==> config.mk <==
export PLATFORM = sky130hd
export DESIGN_NAME = cich_handler
export DESIGN_NICKNAME = d
export VERILOG_FILES = /design/src/inc/cich_pkg.sv /design/src/cich_sync3.sv /design/src/cich_ms_tick.sv /design/src/cich_handler.sv
export SDC_FILE = /design/constraint.sdc
export NUM_CORES = 1
export LEC_CHECK = 0
export ABC_AREA = 1
export BUFFER_PORTS_ARGS = -buffer_cell sky130_fd_sc_hd__buf_2
export CAP_MARGIN = 20
export CORE_MARGIN = 2
export CORE_UTILIZATION = 60
export DETAILED_ROUTE_END_ITERATION = 12
export PLACE_DENSITY = 0.79
export SETUP_SLACK_MARGIN = 0.2
export SLEW_MARGIN = 10
export SYNTH_ARGS = -nofsm -noshare
export SYNTH_HDL_FRONTEND = slang
export SYNTH_HIERARCHICAL = 1
export SYNTH_SLANG_ARGS = --single-unit
==> constraint.sdc <==
create_clock -name clk_sys -period 1.8 [get_ports clk_sys]
set_clock_uncertainty 0.1 [all_clocks]
set_input_delay 0.27 -clock clk_sys [delete_from_list [all_inputs] [get_ports clk_sys]]
set_output_delay 0.27 -clock clk_sys [all_outputs]
set_load 0.02 [all_outputs]
==> src/inc/cich_pkg.sv <==
// Codes, timing counts and types of the C/I channel handler.
// What this block does
// - Decode the whole basic and extended C/I code sets; encode all of them but the lost-level code.
// - Basic mode also takes test mode two and software clear codes.
// - Never send lost-level code; with no valid signal report resync.
// - A command defined in one mode is accepted at that code in both.
// - The error indication is sent in extended mode too.
// - Serial output is open-drain; shared slots wire-AND bit by bit.
// - Deactivate request sends INFO0, then deactivation indication.
// - Code 0001 performs a soft reset in both modes.
// - Code 0010 enters test mode one, sending single zeros.
// - Code 0011 enters test mode two, sending continuous zeros.
// - Resync command 0100 sends INFO2 in both modes.
// - Activation request 1000 sends INFO2; receiver reports bus reaction.
// - Code 1010 sends INFO2 with test loop two closed.
// - Activation indication 1100 sends INFO4; controller waits for ours.
// - Code 1110 sends INFO4 with test loop two closed.
// - Deactivate confirm 1111 powers down and sends INFO0.
// - In a loop, ignore bus INFO3 and sync on our own looped signal.
// - Send clock request 0000 when clocks are needed in reset or in power-down.
// - Send error 0110 while reset pin and zero-test pin are both low.
// - Send activation request 1000 when any line signal is received.
// - Send activation indication 1100 once the receiver is synchronized.
// - Send 1111 after 32 ms, or after 16 ms of INFO0 after deactivation.
package cich_pkg;
    localparam logic [3:0] CMD_DEACTIVATE_REQUEST  = 4'h0;
    localparam logic [3:0] CMD_SOFTWARE_CLEAR      = 4'h1;
    localparam logic [3:0] CMD_TEST_MODE_ONE       = 4'h2;
    localparam logic [3:0] CMD_TEST_MODE_TWO       = 4'h3;
    localparam logic [3:0] CMD_RESYNC_DOWN         = 4'h4;
    localparam logic [3:0] CMD_ACTIVATION_REQ_DOWN = 4'h8;
    localparam logic [3:0] CMD_ACTIVATE_LOOP_REQ   = 4'ha;
    localparam logic [3:0] CMD_ACTIVATION_IND_DOWN = 4'hc;
    localparam logic [3:0] CMD_ACTIVATE_LOOP_IND   = 4'he;
    localparam logic [3:0] CMD_DEACTIVATE_CONFIRM  = 4'hf;
    localparam logic [3:0] CMD_RESET_VALUE         = 4'h5;

    localparam logic [3:0] IND_CLOCK_REQUEST   = 4'h0;
    localparam logic [3:0] IND_RESYNC_UP       = 4'h4;
    localparam logic [3:0] IND_ERROR           = 4'h6;
    localparam logic [3:0] IND_ACTIVATION_REQ  = 4'h8;
    localparam logic [3:0] IND_ACTIVATION_UP   = 4'hc;
    localparam logic [3:0] IND_DEACTIVATION_UP = 4'hf;

    localparam logic [7:0] CI_FIRST_BIT = 8'h1a;
    localparam logic [7:0] CI_LAST_BIT  = 8'h1d;
    localparam logic [7:0] BIT_CNT_MAX  = 8'hff;

    localparam int unsigned PIN_COUNT = 5;
    localparam logic [4:0]  PIN_RESET_VALUE = 5'h1c;

    localparam int unsigned CLK_PERIOD_PS = 5000;
    localparam int unsigned MS_IN_PS      = 1000000000;
    localparam int unsigned CYC_PER_MS    = MS_IN_PS / CLK_PERIOD_PS;
    localparam logic [5:0]  DEACT_TIMEOUT_MS = 6'h20;
    localparam logic [5:0]  INFO0_QUIET_MS   = 6'h10;

    typedef enum logic [2:0] {
        TX_INFO0,
        TX_INFO2,
        TX_INFO4,
        TX_SINGLE_ZEROS,
        TX_CONT_ZEROS
    } cich_tx_t;

    typedef enum logic [2:0] {
        ST_RESET,
        ST_IDLE,
        ST_PEND_ACT,
        ST_ACTIVE,
        ST_LOST_SYNC,
        ST_PEND_DEACT,
        ST_TEST
    } cich_state_t;
endpackage

==> src/cich_sync3.sv <==
// Three-stage pin synchroniser with agreement filter.
`timescale 1ns/1ps
module cich_sync3 #(
    parameter int unsigned W       = 1,
    parameter logic [W-1:0] RST_VAL = '0
) (
    input  wire logic         clk_sys,  // System clock.
    input  wire logic         reset_n,  // Asynchronous reset.
    input  wire logic [W-1:0] pin_in,   // Raw pin levels.
    output logic      [W-1:0] pin_out   // Filtered levels.
);
    logic [W-1:0] stage1;
    logic [W-1:0] stage2;
    logic [W-1:0] stage3;

    always_ff @(posedge clk_sys or negedge reset_n) begin
        if (!reset_n) begin
            stage1 <= RST_VAL;
            stage2 <= RST_VAL;
            stage3 <= RST_VAL;
        end else begin
            stage1 <= pin_in;
            stage2 <= stage1;
            stage3 <= stage2;
        end
    end

    // A bit changes only once the second and third stages agree.
    always_ff @(posedge clk_sys or negedge reset_n) begin
        if (!reset_n) begin
            pin_out <= RST_VAL;
        end else begin
            for (int i = 0; i < W; i++) begin
                if (stage2[i] == stage3[i]) begin
                    pin_out[i] <= stage3[i];
                end
            end
        end
    end
endmodule

==> src/cich_ms_tick.sv <==
// Millisecond enable pulse divided from the system clock.
`timescale 1ns/1ps
module cich_ms_tick #(
    parameter int unsigned CYC = 200000
) (
    input  wire logic clk_sys,  // System clock.
    input  wire logic reset_n,  // Asynchronous reset.
    output logic      tick      // One-cycle pulse each millisecond.
);
    logic [31:0] count;

    always_ff @(posedge clk_sys or negedge reset_n) begin
        if (!reset_n) begin
            count <= 32'h0;
            tick  <= 1'b0;
        end else if (count >= CYC - 1) begin
            count <= 32'h0;
            tick  <= 1'b1;
        end else begin
            count <= count + 32'h1;
            tick  <= 1'b0;
        end
    end
endmodule

==> src/cich_handler.sv <==
// C/I channel command decoder and indication encoder, NT side.
`timescale 1ns/1ps
module cich_handler #(
    parameter int unsigned CYC_PER_MS = cich_pkg::CYC_PER_MS
) (
    input  wire logic        clk_sys,          // System clock.
    input  wire logic        reset_n,          // Asynchronous reset.
    input  wire logic        gci_fsc,          // Frame sync pin.
    input  wire logic        gci_dcl,          // Data clock pin.
    input  wire logic        gci_din,          // Serial data in pin.
    output logic             gci_dout_o,       // Serial out level.
    output logic             gci_dout_oe,      // Pull-down enable.
    input  wire logic        hw_reset_pin_n,   // Hardware reset pin.
    input  wire logic        cz_test_pin_n,    // Zero test pin.
    input  wire logic        mode_ext,         // Extended code set.
    input  wire logic        rx_ami_detect,    // Line signal seen.
    input  wire logic        rx_info3_sync,    // Synced on INFO3.
    input  wire logic        rx_loop_sync,     // Synced on loop.
    input  wire logic        rx_info0,         // INFO0 received.
    input  wire logic        clk_needed,       // Clocks required.
    output cich_pkg::cich_tx_t tx_info,        // Line signal to send.
    output logic             loop2_close,      // Test loop closed.
    output logic             soft_clear_pulse, // Soft reset pulse.
    output logic             power_down,       // Power-down state.
    output logic       [3:0] ind_code,         // Current indication.
    output logic       [3:0] cmd_code          // Last command.
);
    import cich_pkg::*;

    // --------------------------------------------------------
    // Helpers
    // --------------------------------------------------------

    // True for bit slots that carry the C/I code.
    function automatic logic ci_slot(input logic [7:0] cnt);
        ci_slot = (cnt >= CI_FIRST_BIT) && (cnt <= CI_LAST_BIT);
    endfunction

    // Codes that have a meaning as a command in either mode.
    function automatic logic cmd_known(input logic [3:0] c);
        case (c)
            CMD_DEACTIVATE_REQUEST,
            CMD_SOFTWARE_CLEAR,
            CMD_TEST_MODE_ONE,
            CMD_TEST_MODE_TWO,
            CMD_RESYNC_DOWN,
            CMD_ACTIVATION_REQ_DOWN,
            CMD_ACTIVATE_LOOP_REQ,
            CMD_ACTIVATION_IND_DOWN,
            CMD_ACTIVATE_LOOP_IND,
            CMD_DEACTIVATE_CONFIRM: cmd_known = 1'b1;
            default:                cmd_known = 1'b0;
        endcase
    endfunction

    // --------------------------------------------------------
    // Pin synchronisation and timing
    // --------------------------------------------------------

    logic [PIN_COUNT-1:0] pin_sync;
    logic                 din_s;
    logic                 hw_n_s;
    logic                 czt_n_s;
    logic                 fsc_s;
    logic                 dcl_s;
    logic                 ms_tick;

    assign {din_s, hw_n_s, czt_n_s, fsc_s, dcl_s} = pin_sync;

    cich_sync3 #(
        .W       (PIN_COUNT),
        .RST_VAL (PIN_RESET_VALUE)
    ) u_sync (
        .clk_sys (clk_sys),
        .reset_n (reset_n),
        .pin_in  ({gci_din, hw_reset_pin_n, cz_test_pin_n,
                   gci_fsc, gci_dcl}),
        .pin_out (pin_sync)
    );

    cich_ms_tick #(
        .CYC     (CYC_PER_MS)
    ) u_tick (
        .clk_sys (clk_sys),
        .reset_n (reset_n),
        .tick    (ms_tick)
    );

    // --------------------------------------------------------
    // Frame and bit counting
    // --------------------------------------------------------

    logic       fsc_d;
    logic       dcl_d;
    logic       fsc_rise;
    logic       dcl_rise;
    logic       dcl_fall;
    logic [7:0] bit_cnt;

    always_ff @(posedge clk_sys or negedge reset_n) begin
        if (!reset_n) begin
            fsc_d <= 1'b0;
            dcl_d <= 1'b0;
        end else begin
            fsc_d <= fsc_s;
            dcl_d <= dcl_s;
        end
    end

    assign fsc_rise = fsc_s & ~fsc_d;
    assign dcl_rise = dcl_s & ~dcl_d;
    assign dcl_fall = ~dcl_s & dcl_d;

    always_ff @(posedge clk_sys or negedge reset_n) begin
        if (!reset_n) begin
            bit_cnt <= BIT_CNT_MAX;
        end else if (fsc_rise) begin
            bit_cnt <= 8'h00;
        end else if (dcl_fall && bit_cnt != BIT_CNT_MAX) begin
            bit_cnt <= bit_cnt + 8'h01;
        end
    end

    // --------------------------------------------------------
    // Command reception
    // --------------------------------------------------------

    logic [3:0] rx_shift;
    logic       rx_done;
    logic       cmd_new;

    always_ff @(posedge clk_sys or negedge reset_n) begin
        if (!reset_n) begin
            rx_shift <= 4'h0;
        end else if (dcl_rise && ci_slot(bit_cnt)) begin
            rx_shift <= {rx_shift[2:0], din_s};
        end
    end

    always_ff @(posedge clk_sys or negedge reset_n) begin
        if (!reset_n) begin
            rx_done <= 1'b0;
        end else begin
            rx_done <= dcl_rise && (bit_cnt == CI_LAST_BIT);
        end
    end

    // A code repeated in later frames is not acted on again.
    always_ff @(posedge clk_sys or negedge reset_n) begin
        if (!reset_n) begin
            cmd_code <= CMD_RESET_VALUE;
            cmd_new  <= 1'b0;
        end else if (rx_done && rx_shift != cmd_code) begin
            cmd_code <= rx_shift;
            cmd_new  <= 1'b1;
        end else begin
            cmd_new  <= 1'b0;
        end
    end

    // --------------------------------------------------------
    // Receiver status
    // --------------------------------------------------------

    logic        synced;
    logic        ami_seen;
    logic        err_pins;
    logic        deact_done;
    cich_state_t state;

    // Inside a loop the bus signal is ignored and our own is tracked.
    assign synced   = loop2_close ? rx_loop_sync : rx_info3_sync;
    assign ami_seen = rx_ami_detect & ~loop2_close;
    assign err_pins = ~hw_n_s & ~czt_n_s;

    // --------------------------------------------------------
    // Deactivation timers
    // --------------------------------------------------------

    logic [5:0] t_all_ms;
    logic [5:0] t_quiet_ms;

    assign deact_done = (t_all_ms >= DEACT_TIMEOUT_MS) ||
                        (t_quiet_ms >= INFO0_QUIET_MS);

    always_ff @(posedge clk_sys or negedge reset_n) begin
        if (!reset_n) begin
            t_all_ms   <= 6'h00;
            t_quiet_ms <= 6'h00;
        end else if (state != ST_PEND_DEACT) begin
            t_all_ms   <= 6'h00;
            t_quiet_ms <= 6'h00;
        end else if (ms_tick && !deact_done) begin
            t_all_ms   <= t_all_ms + 6'h01;
            t_quiet_ms <= rx_info0 ? t_quiet_ms + 6'h01 : 6'h00;
        end
    end

    // --------------------------------------------------------
    // Activation state
    // --------------------------------------------------------

    // Both modes decode the same merged code set, so mode_ext
    // does not gate any command.
    always_ff @(posedge clk_sys or negedge reset_n) begin
        if (!reset_n) begin
            state <= ST_RESET;
        end else if (!hw_n_s) begin
            state <= ST_RESET;
        end else if (cmd_new) begin
            case (cmd_code)
                CMD_DEACTIVATE_REQUEST: begin
                    state <= ST_PEND_DEACT;
                end
                CMD_SOFTWARE_CLEAR: begin
                    state <= ST_RESET;
                end
                CMD_TEST_MODE_ONE,
                CMD_TEST_MODE_TWO: begin
                    state <= ST_TEST;
                end
                CMD_RESYNC_DOWN,
                CMD_ACTIVATION_REQ_DOWN,
                CMD_ACTIVATE_LOOP_REQ,
                CMD_ACTIVATION_IND_DOWN,
                CMD_ACTIVATE_LOOP_IND: begin
                    state <= ST_PEND_ACT;
                end
                CMD_DEACTIVATE_CONFIRM: begin
                    state <= ST_IDLE;
                end
                default: begin
                    state <= state;
                end
            endcase
        end else begin
            case (state)
                ST_IDLE: begin
                    if (ami_seen) begin
                        state <= ST_PEND_ACT;
                    end
                end
                ST_PEND_ACT: begin
                    if (synced) begin
                        state <= ST_ACTIVE;
                    end
                end
                ST_ACTIVE: begin
                    if (!synced) begin
                        state <= ST_LOST_SYNC;
                    end
                end
                ST_LOST_SYNC: begin
                    if (synced) begin
                        state <= ST_ACTIVE;
                    end
                end
                ST_PEND_DEACT: begin
                    if (deact_done) begin
                        state <= ST_IDLE;
                    end
                end
                default: begin
                    state <= state;
                end
            endcase
        end
    end

    // --------------------------------------------------------
    // Line transmit selection
    // --------------------------------------------------------

    always_ff @(posedge clk_sys or negedge reset_n) begin
        if (!reset_n) begin
            tx_info <= TX_INFO0;
        end else if (!hw_n_s) begin
            tx_info <= TX_INFO0;
        end else if (!czt_n_s) begin
            tx_info <= TX_CONT_ZEROS;
        end else if (cmd_new) begin
            case (cmd_code)
                CMD_DEACTIVATE_REQUEST,
                CMD_SOFTWARE_CLEAR: begin
                    tx_info <= TX_INFO0;
                end
                CMD_TEST_MODE_ONE: begin
                    tx_info <= TX_SINGLE_ZEROS;
                end
                CMD_TEST_MODE_TWO: begin
                    tx_info <= TX_CONT_ZEROS;
                end
                CMD_RESYNC_DOWN: begin
                    tx_info <= TX_INFO2;
                end
                CMD_ACTIVATION_REQ_DOWN,
                CMD_ACTIVATE_LOOP_REQ: begin
                    tx_info <= TX_INFO2;
                end
                CMD_ACTIVATION_IND_DOWN,
                CMD_ACTIVATE_LOOP_IND: begin
                    tx_info <= TX_INFO4;
                end
                CMD_DEACTIVATE_CONFIRM: begin
                    tx_info <= TX_INFO0;
                end
                default: begin
                    tx_info <= tx_info;
                end
            endcase
        end else if (state == ST_IDLE && ami_seen) begin
            tx_info <= TX_INFO2;
        end else if (state == ST_ACTIVE && !synced) begin
            tx_info <= TX_INFO2;
        end
    end

    // --------------------------------------------------------
    // Loop, soft reset and power-down controls
    // --------------------------------------------------------

    always_ff @(posedge clk_sys or negedge reset_n) begin
        if (!reset_n) begin
            loop2_close <= 1'b0;
        end else if (!hw_n_s) begin
            loop2_close <= 1'b0;
        end else if (cmd_new && cmd_known(cmd_code)) begin
            loop2_close <= (cmd_code == CMD_ACTIVATE_LOOP_REQ) ||
                           (cmd_code == CMD_ACTIVATE_LOOP_IND);
        end
    end

    always_ff @(posedge clk_sys or negedge reset_n) begin
        if (!reset_n) begin
            soft_clear_pulse <= 1'b0;
        end else begin
            soft_clear_pulse <= cmd_new &&
                                (cmd_code == CMD_SOFTWARE_CLEAR);
        end
    end

    always_ff @(posedge clk_sys or negedge reset_n) begin
        if (!reset_n) begin
            power_down <= 1'b0;
        end else if (!hw_n_s) begin
            power_down <= 1'b0;
        end else if (cmd_new && cmd_known(cmd_code)) begin
            power_down <= (cmd_code == CMD_DEACTIVATE_CONFIRM);
        end else if (state == ST_IDLE && ami_seen) begin
            power_down <= 1'b0;
        end
    end

    // --------------------------------------------------------
    // Indication encoding
    // --------------------------------------------------------

    // The lost-level code is never produced; resync stands in for it.
    always_ff @(posedge clk_sys or negedge reset_n) begin
        if (!reset_n) begin
            ind_code <= IND_DEACTIVATION_UP;
        end else if (err_pins) begin
            ind_code <= IND_ERROR;
        end else begin
            case (state)
                ST_RESET: begin
                    ind_code <= clk_needed ? IND_CLOCK_REQUEST
                                           : IND_DEACTIVATION_UP;
                end
                ST_IDLE: begin
                    ind_code <= (power_down && clk_needed)
                                ? IND_CLOCK_REQUEST
                                : IND_DEACTIVATION_UP;
                end
                ST_PEND_ACT: begin
                    if (synced) begin
                        ind_code <= IND_ACTIVATION_UP;
                    end else if (ami_seen) begin
                        ind_code <= IND_ACTIVATION_REQ;
                    end else begin
                        ind_code <= IND_RESYNC_UP;
                    end
                end
                ST_ACTIVE: begin
                    ind_code <= IND_ACTIVATION_UP;
                end
                ST_LOST_SYNC: begin
                    ind_code <= IND_RESYNC_UP;
                end
                ST_PEND_DEACT: begin
                    ind_code <= mode_ext ? IND_CLOCK_REQUEST
                                         : IND_RESYNC_UP;
                end
                ST_TEST: begin
                    ind_code <= IND_CLOCK_REQUEST;
                end
                default: begin
                    ind_code <= IND_DEACTIVATION_UP;
                end
            endcase
        end
    end

    // --------------------------------------------------------
    // Indication transmission
    // --------------------------------------------------------

    logic [3:0] ind_frame;
    logic [1:0] tx_idx;

    // The code is frozen for a whole frame and resent each frame.
    always_ff @(posedge clk_sys or negedge reset_n) begin
        if (!reset_n) begin
            ind_frame <= IND_DEACTIVATION_UP;
        end else if (fsc_rise) begin
            ind_frame <= ind_code;
        end
    end

    assign tx_idx = 2'(CI_LAST_BIT - bit_cnt);

    // Only zeros are driven; a one releases the shared line, so several
    // devices on one slot combine as a wired-AND.
    always_ff @(posedge clk_sys or negedge reset_n) begin
        if (!reset_n) begin
            gci_dout_o  <= 1'b0;
            gci_dout_oe <= 1'b0;
        end else begin
            gci_dout_o  <= 1'b0;
            gci_dout_oe <= ci_slot(bit_cnt) &&
                           !ind_frame[tx_idx];
        end
    end
endmodule

# --- Yosys cells after proc, flatten, opt, wreduce, memory -nomap -nowiden ---
# Memory sizes are Yosys's and may differ from the RTL's.
# Index checks and enable logic that the tools add are counted.
# Widths: inputs -> output; s select.
totals:
  output_inout_bits: 16
  input_bits: 13
  mem_bits_ro: 32
  wordCells: 156
  n_memories: 2
  regBits: 103
mem_list:
  columns: ["memory", "depth", "word_bits", "rd", "rd_clocked_by_memory_dff", "wr", "line_no", "source"]
  rows:
  - ["(name not given)", 16, 1, 1, 0, 0, "cich_handler.sv:41", "case (c)"]
  - ["(name not given)", 16, 1, 1, 0, 0, "cich_handler.sv:41", null]
classes:
  n_reduce_logical: 30
  addsub: 5
  eq_ne: 34
  bitwise_logic: 11
  n_lt_le_gt_ge: 6
  muxes: 41
ops:
  columns: ["cell", "n"]
  rows:
  - ["$mux 3", 12]
  - ["$add 32x1->32 const B", 1]
  - ["$ge 32x18->1 const B", 1]
  - ["$mux 32", 1]
  - ["$mux 6", 5]
  - ["$pmux 3 s5", 2]
  - ["$pmux 4 s7", 1]
  - ["$eq 4x4->1 const B", 5]
  - ["$mux 4", 5]
  - ["$mux 8", 2]
  - ["$ne 4x4->1 const B", 4]
  - ["$ne 8x8->1 const B", 2]
  - ["$logic_and 1x1->1", 13]
  - ["$add 6x1->6 const B", 2]
  - ["$pmux 3 s4", 1]
  - ["$mux 1", 11]
  - ["$eq 3x3->1 const B", 3]
  - ["$add 8x1->8 const B", 1]
  - ["$eq 4x2->1 const B", 2]
  - ["$eq 8x5->1 const B", 1]
  - ["$ge 8x5->1 const B", 1]
  - ["$le 8x5->1 const B", 1]
  - ["$ne 7x7->1 const B", 1]
  - ["$eq 3x2->1 const B", 2]
  - ["other kinds (26)", 47]

# --- Logic depth before layout (Yosys ltp) ---
# Gate-level depths: netlist of run 1.
logic_depth:
  depth_word: 8
  mapped_depth: 11

# --- By module ---
# Netlist of run 1, hierarchy kept.
modules_own_cells:
  columns: ["module", "n_inst", "cells_per_inst", "area_per_inst_um2", "seq_area_each_um2"]
  rows:
  - ["cich_handler", 1, 371, 2841.5, 1273.7]
  - ["cich_ms_tick", 1, 147, 1431.4, 825.8]
  - ["cich_sync3", 1, 40, 596.8, 515.5]

# --- Least setup slack after synthesis of run 1 ---
# No wires, ideal clock.
synth_timing:
  path_type: "flip-flop to flip-flop"
  start: "reg cmd_code[2]"
  end: "reg tx_info[0]"
  stages_incl_launch_ff: 11
  required_time_ns: 1.578
  slack_ns: 0.213
  setup_ns: 0.122
  synth_period_minus_slack_ns: 1.587
  arrival_ns: 1.366
  cell_sequence: "dfstp_2 -> buf_2 -> inv_1 -> nand2_1 -> nand2_1 -> nand2_1 -> nand2_1 -> nand3_1 -> nand2_1 -> nand3_1 -> o21ai_1"
synth_via:
  elab_chain_cells: 6
  word_cells_on_any_way: 19
  classes_between: "10 x eq/ne; 4 x mux; 5 x reduce/logical"
synth_lines:
  columns: ["element", "line_no", "source"]
  rows:
  - ["start, declared", "cich_handler.sv:26", "output logic [3:0] cmd_code"]
  - ["start signal, assigned", "cich_handler.sv:154", "cmd_code <= rx_shift;"]
  - ["$eq 4x1->1 (tied with other cells)", "cich_handler.sv:282", "case (cmd_code)"]
  - ["$reduce_or 3->1 (no line) or $reduce_or 2->1 (tied branches)", null, null]
  - ["$pmux 3 s5", "cich_handler.sv:282", null]
  - ["$mux 3", "cich_handler.sv:281", "end else if (cmd_new) begin"]
  - ["$mux 3", "cich_handler.sv:279", "end else if (!czt_n_s) begin"]
  - ["$mux 3", "cich_handler.sv:277", "end else if (!hw_n_s) begin"]
  - ["end signal, assigned", "cich_handler.sv:308", "tx_info <= tx_info;"]
  - ["end, declared", "cich_handler.sv:21", "output cich_pkg::cich_tx_t tx_info,"]
# Parallel ways exist; a longest one is shown, timed or not.
# A chain may end at the register's enable or synchronous reset.

# --- Worst setup path after layout of run 1 ---
layout_timing:
  start: "reg bit_cnt[1]"
  end: "reg rx_shift[1]"
layout_via:
  elab_chain_cells: 3
  word_cells_on_any_way: 4
  classes_between: "2 x order compare; 2 x reduce/logical"
layout_lines:
  columns: ["element", "line_no", "source"]
  rows:
  - ["start, declared", "cich_handler.sv:98", "logic [7:0] bit_cnt;"]
  - ["start signal, assigned", "cich_handler.sv:120", "bit_cnt <= bit_cnt + 8'h01;"]
  - ["$ge 8x5->1 or $le 8x5->1 (tied branches)", "cich_handler.sv:36", "ci_slot = (cnt >= CI_FIRST_BIT) && (cnt <= CI_LAST_BIT);"]
  - ["$logic_and 1x1->1 *", "cich_handler.sv:36", null]
  - ["$logic_and 1x1->1 *", "cich_handler.sv:135", "end else if (dcl_rise && ci_slot(bit_cnt)) begin"]
  - ["end signal, assigned", "cich_handler.sv:136", "rx_shift <= {rx_shift[2:0], din_s};"]
  - ["end, declared", "cich_handler.sv:128", "logic [3:0] rx_shift;"]
# Mark *: on every way between the ends. The rest lies on a longest branch, timed or not.

==> summary.txt, run 1 <==
Global route
  • Initial antenna violation count: 0
  • Largest net degree at the start of global routing: 36
  • GRT overflow: 0
  • Top Usage Layer GRT: met2
  • Overall global routing resource usage: 0.237
  • Vias in the first global route: 3,677
  • GRT met1 Usage: 0.305
  • Met2 Track Usage GR: 0.405
  • First-pass GRT wire length: 16,400 um
  • M3 GR Usage: 0.0586

Clocking
  • H-tree levels: 3
  • Cts bufs inserted: 9
  • CTS root buf: clkbuf_8
  • Reg clk slew, reported paths: 0.11 ns
  • CTS tree: done
  • Clock Latency Late Sink: 0.37 ns
  • CTS sink cnt: 103
  • CTS max path bufs: 2

Synthesis
  • Area leader, netlist: dfrtp_1
  • Yosys cell types: 41
  • Adder-cell share of the synthesized area: 0.0180
  • Post-Syn Area per Cell: 8.73 um^2
  • Post-Synth XOR/XNOR Area: 0.0252
  • Multiplexer area fraction after synthesis: 0
  • Synth Area in Simple Gates: 0.284
  • Synthesis-stage register bit count: 103
  • Top area cells in the synthesized netlist: dfrtp_1, dfstp_2, nand2_1
  • Main combinational cell family by area after synthesis: simple AND/OR/NAND/NOR gates
  • Share of the synthesized area in the top cell type: 0.375
  • Compound-cell area share of the yosys netlist: 0.0655
  • Synth warn: 6
  • Synth Instances: 558
  • Post-Syn Area: 4870 um^2
  • Sequential share of the synthesized area: 0.537

Power and ir drop
  • Net Sw Frac: 0.325
  • Pint: 3.55 mW
  • Sw power: 1.71 mW
  • Logic pwr share: 0.187
  • Pwr Density: 867 nW/um^2
  • Total Power: 5.27 mW
  • Seq pwr share: 0.525
  • Clk pwr share: 0.287
  • Peak supply drop: 0.000591 V
  • LEAKAGE: 2.80 nW

Routing
  • Residual DRC: 0
  • Vias: 3,990
  • Drt via density: 5.36
  • Detailed Route Iter0 Violations: 284
  • 1st-pass router iterations: 4
  • Detail Route Antenna Nets: 0
  • Routed wire length: 10,400 um
  • WL/cell: 14.0 um

Critical path
  • Worst EP required: 1.97 ns
  • Crit path DAT: 1.88 ns
  • Kind of critical path: reg2reg
  • CP max FO: 6
  • Setup crit start kind: register
  • Worst Setup End Kind: register

Floorplan
  • Die width: 94.1 um
  • Total die area: 8850 um^2
  • Core area: 7810 um^2
  • Site Rows: 32
  • Initial cell density of the core: 0.624
  • Die H: 94.1 um
  • Ports: 29

Layout
  • Reg area: 2620 um^2
  • Share of cells above drive strength 1: 0.336
  • Commonest cells after routing, fill and taps aside: nand2_1, dfrtp_1, inv_1, nor2_1, nand3_1
  • Area Overhead vs Synth: 24.7%
  • N_diodes: 0
  • Multi-input logic area: 2360 um^2
  • Final Non-Filler Cells: 744
  • Commonest non-fill, non-tap cell in the layout: nand2_1
  • FILL cells: 515
  • Final #Nets: 657

Placement
  • DP Cell Count: 696
  • Port Buf Inserts: 27
  • GP Congestion: 0.856
  • Post-DP HPWL: 6470 um

Status
  • Outcome: complete, no violations

Timing
  • Minimum clock period: 1.71 ns
  • Slew Viols, Final: 0
  • Final Hold Violating Endpoints: 0
  • Fmax: 585 MHz
  • Final setup fails: 0
  • Final period utilization: 0.949
  • Max-slew headroom: 0.606
  • Setup tns final: 0 ns
  • Worst slew pin tran: 0.590 ns
  • RSZ-0062 raised after global routing: yes

Hold path
  • Hold WC Path Type: in2reg

Job
  • Max Cap Violations: 0
==> synthesized netlist by cell type (all sizes together) <==
cell,count
nand2,125
nor2,85
dfrtp,73
inv,71
nand3,59
dfstp,30
a21oi,28
o21ai,24
nor3,12
xor2,12
nand4,8
buf,7
ha,7
and2,2
conb,2
nor3b,2
xnor2,2
a21boi,1
a22o,1
and3,1
clkbuf,1
nand3b,1
o2111ai,1
o211ai,1
o221a,1
o31ai,1
==> path summary, 6_finish.rpt <==
kind | start | endpoint | slack (ns) | cells past startpoint
worst max register to register | bit_cnt[1] | rx_shift[1] | 0.09 | 8
worst min-delay path | rx_info0 | t_quiet_ms[2] | 0.08 | 3
worst min register to register | u_sync/stage1[4] | u_sync/stage2[4] | 0.26 | 0
worst max-delay path | bit_cnt[1] | rx_shift[1] | 0.09 | 8
max in group asynchronous | reset_n | cmd_code[2] | 0.75 | 3
min in group asynchronous | reset_n | rx_shift[1] | 0.24 | 2
==> worst max-delay path: stages, from the launching register on <==
cell	delay, ns
dfstp_2	0.60
buf_6	0.11
buf_4	0.10
o21ai_1	0.09
nor3_2	0.19
buf_4	0.19
nand2_8	0.08
nor2_2	0.10
a21oi_1	0.04
==> power by group through the flow <==
stage               logic, mW  registers (mW)  clock network, mW
CTS                     0.871            2.75               1.55
finish                  0.986            2.77               1.51
global route             1.11            2.79               1.65
detailed placement      0.757            2.79                  0
global placement        0.733            2.78                  0
floorplan               0.503            2.79                  0
==> layer usage <==
metal | wire, um | share of wire
met1 | 4290 | 0.41
met2 | 5500 | 0.53
met3 | 434 | 0.042
met4 | 223 | 0.021
met5 | 0 | 0
==> per-stage QoR <==
step	worst slack (ns)	util	hold WS, ns	cell area [um^2]
after CTS	0.132	0.724	0.0755	5650
final	0.0917	0.778	0.0805	6070
after detailed placement	0.0566	0.662	0.0915	5170
after global routing	0.0322	0.778	0.0953	6070
after floorplan	0.213	-	-0.126	4920
after global placement	0.155	0.662	0.0871	5170
==> repair_timing <==
item / CTS / global route
hold endpoints to repair: 52 / 0
resized for setup: 26 / 83
pin swaps: 6 / 25
cloned: 1 / 2
hold buffers: 6 / 0
buffers inserted: 12 / 11
endpoints found under the setup margin: 41 / 46
==> final cells by class <==
class | instances | share of cell area
clock inverter | 7 | 0.0171
sequential | 103 | 0.432
inverter | 71 | 0.0455
multi-input combinational | 392 | 0.389
tap | 102 | 0.0210
timing repair buffer | 60 | 0.0748
clock buffer | 9 | 0.0204
==> kinds of logic after synthesis <==
family,after synthesis
buf+inv,79
simple gates,295
compound gates,58
other cells,2
flops,103
fa+ha+maj,7
xor+xnor,14
==> state kept, by name, summed over array words and instances, names as in the netlist, 3 cells and up <==
register / count
bit_cnt: 8
rx_shift: 4
t_all_ms: 6
state: 3
ind_frame: 4
u_sync/stage1: 5
u_tick/count: 32
cmd_code: 4
u_sync/pin_out: 5
u_sync/stage2: 5
tx_info: 3
t_quiet_ms: 6
u_sync/stage3: 5
ind_code: 4
Power figures use the tool's default switching activity.
==> run 2, diff against run 1 <==
==> constraint.sdc (replaced) <==
create_clock -name clk_sys -period 1.94 [get_ports clk_sys]
set_clock_uncertainty 0.1 [all_clocks]
set_input_delay 0.291 -clock clk_sys [delete_from_list [all_inputs] [get_ports clk_sys]]
set_output_delay 0.291 -clock clk_sys [all_outputs]
set_load 0.02 [all_outputs]
==> run 2 against run 1 <==
Maximum frequency grew 0.76%. Wire length shrank 16%. Count of clock-buffer cells in the layout is the same. Final area shrank 9.6%. Global-route usage shrank 2.1 points. Largest cell class unchanged. Largest power group unchanged. Highest routed layer unchanged.
==> summary.txt, run 2 (synthesized netlist as in run 1, its figures left out) <==
Power and ir drop
  • Pint: 3.14 mW (was 3.55 mW)
  • LEAKAGE: 2.64 nW (was 2.80 nW)
  • Logic pwr share: 0.158 (was 0.187)
  • Net Sw Frac: 0.310 (was 0.325)
  • Seq pwr share: 0.561 (was 0.525)
  • Sw power: 1.41 mW (was 1.71 mW)
  • Clk pwr share: 0.282 (was 0.287)
  • Peak supply drop: 0.000513 V (was 0.000591 V)
  • Pwr Density: 831 nW/um^2 (was 867 nW/um^2)

Clocking
  • CTS tree: done (unchanged)
  • CTS sink cnt: 103 (unchanged)
  • Cts bufs inserted: 9 (unchanged)
  • CTS max path bufs: 2 (unchanged)
  • Reg clk slew, reported paths: 0.10 ns (was 0.11 ns)
  • CTS root buf: clkbuf_8 (unchanged)
  • H-tree levels: 3 (unchanged)
  • Clock Latency Late Sink: 0.37 ns (about the same)

Timing
  • Fmax: 590 MHz (was 585 MHz)
  • Final setup fails: 0 (unchanged)
  • Hold Slack: 0.127 ns (was 0.0805 ns)
  • Final Hold Violating Endpoints: 0 (unchanged)
  • Minimum clock period: 1.70 ns (was 1.71 ns)
  • Setup tns final: 0 ns (unchanged)
  • RSZ-0062 raised after global routing: yes (unchanged)
  • Final WS setup: 0.245 ns (was 0.0917 ns)
  • Final period utilization: 0.874 (was 0.949)
  • Slew Viols, Final: 0 (unchanged)

Critical path
  • CP Cell Sequence: inv_2, ha_1, nor3_2, nor3_4, buf_4, o221a_2 (was buf_6, buf_4, o21ai_1, nor3_2, buf_4, nand2_8, nor2_2, a21oi_1)
  • CP max FO: 5 (was 6)
  • Setup crit start kind: register (unchanged)
  • Worst path slowest cell: dfstp_2 (unchanged)
  • Kind of critical path: reg2reg (unchanged)
  • Slowest stage delay, CP: 0.61 ns (was 0.60 ns)
  • Worst EP required: 2.10 ns (was 1.97 ns)
  • Worst Setup End Kind: register (unchanged)
  • Crit path DAT: 1.86 ns (was 1.88 ns)

Layout
  • Final Non-Filler Cells: 721 (was 744)
  • N_diodes: 0 (unchanged)
  • Commonest cells after routing, fill and taps aside: nand2_1, dfrtp_1, nor2_1, inv_1, nand3_1 (was nand2_1, dfrtp_1, inv_1, nor2_1, nand3_1)
  • Commonest non-fill, non-tap cell in the layout: nand2_1 (unchanged)
  • Max reg flops: 32 (unchanged)
  • Biggest register: u_tick/count (unchanged)
  • Share of cells above drive strength 1: 0.216 (was 0.336)
  • Final core utilization: 0.703 (was 0.778)
  • Biggest regs: u_tick/count: 32 flops, bit_cnt: 8 flops (unchanged)
  • FILL cells: 607 (was 515)
  • Final #Nets: 634 (was 657)
  • Area Overhead vs Synth: 12.7% (was 24.7%)

Placement
  • Placement Setup Slack: 0.245 ns (was 0.0566 ns)
  • Port Buf Inserts: 27 (unchanged)
  • DP Cell Count: 695 (was 696)
  • GP Congestion: 0.875 (was 0.856)
  • Post-DP HPWL: 6290 um (was 6470 um)

Routing
  • Detail Route Antenna Nets: 0 (unchanged)
  • Vias: 3,717 (was 3,990)
  • Detailed Route Iter0 Violations: 205 (was 284)
  • WL/cell: 12.1 um (was 14.0 um)
  • Residual DRC: 0 (unchanged)
  • 1st-pass router iterations: 4 (unchanged)
  • Routed wire length: 8720 um (was 10,400 um)
  • Drt via density: 5.16 (was 5.36)

Global route
  • Vias in the first global route: 3,509 (was 3,677)
  • GRT overflow: 0 (unchanged)
  • First-pass GRT wire length: 15,100 um (was 16,400 um)
  • Overall global routing resource usage: 0.216 (was 0.237)
  • Initial antenna violation count: 0 (unchanged)
  • Largest net degree at the start of global routing: 54 (was 36)

Floorplan
  • Total die area: 8850 um^2 (unchanged)
  • Site Rows: 32 (unchanged)
  • Core area: 7810 um^2 (unchanged)
  • Ports: 29 (unchanged)
  • Die H: 94.1 um (unchanged)
  • Initial cell density of the core: 0.624 (unchanged)
  • Die width: 94.1 um (unchanged)

Hold path
  • Hold WC Path Type: in2reg (unchanged)

Job
  • Max Cap Violations: 0 (unchanged)

Status
  • Outcome: complete, no violations (unchanged)
run 2: changes by cell type in the layout (fill, tap and decap cells not counted), moves of 5 or more:
cell	previous run	this run
inv_1	58	64
nand2_8	6	1
nand2_1	98	114
nor2_4	14	3
nand3_1	44	54
nand2_2	21	10
nor2_1	53	66
buf_4	20	7
nand3_2	12	4
buf_6	7	0
run 2: final cells by class:
type / count / area, um^2 / share of cell area
clock buffers: 9 / 124 / 0.0226
clock inverters: 7 / 71.3 / 0.0130
inverters: 71 / 269 / 0.0490
multi-input cells: 389 / 2020 / 0.367
flip-flops and latches: 103 / 2620 / 0.477
well taps: 102 / 128 / 0.0233
repair buffers: 40 / 263 / 0.0479
run 2: path summary, 6_finish.rpt:
kind                                    end  cells after the start  slack (ns)             start
max in group asynchronous  u_sync/stage2[3]                      3        0.78           reset_n
hold / removal                t_quiet_ms[2]                      3        0.13          rx_info0
hold reg to reg            u_sync/stage2[2]                      0        0.26  u_sync/stage1[2]
min in group asynchronous  u_sync/stage1[1]                      2        0.24           reset_n
setup / recovery                gci_dout_oe                      6        0.24        bit_cnt[1]
setup reg to reg                gci_dout_oe                      6        0.24        bit_cnt[1]
run 2: routing by layer:
layer,share of wire,up-vias,track usage
met5,0,-,0
met4,0.017,0,0.0676
met3,0.052,16,0.0498
met2,0.48,100,0.358
met1,0.45,1724,0.283
li1,-,1877,-
run 2: worst max-delay path: cells and delay by family, from the launching register on:
kind,cells,cell delay (ns)
adder cells (fa/ha/maj),1,0.21
buffers and inverters,2,0.21
AO/OA/AOI/OAI,1,0.11
flip-flops,1,0.61
AND/OR/NAND/NOR,2,0.35
run 2: power groups by stage:
stage | sequential [mW] | combinational, mW | clock [mW]
final | 2.56 | 0.718 | 1.28
after global routing | 2.58 | 0.817 | 1.41
after CTS | 2.54 | 0.708 | 1.33
after detailed placement | 2.58 | 0.698 | 0
after global placement | 2.58 | 0.674 | 0
after floorplan | 2.59 | 0.466 | 0
run 2: through the flow:
| stage | cell area, um^2 | power [mW] |
|---|---|---|
| final | 5490 | 4.56 |
| after global routing | 5490 | 4.80 |
| after CTS | 5410 | 4.58 |
| after detailed placement | 5150 | 3.28 |
| after global placement | 5150 | 3.25 |
| after floorplan | 4920 | 3.06 |
run 2: what timing repair did:
action / 4_1_cts / 5_1_grt
endpoints found under the hold margin: 24 / 0
hold buffers: 6 / 0
endpoints found under the setup margin: 0 / 37
buffers inserted: 0 / 4
resized for setup: 0 / 11
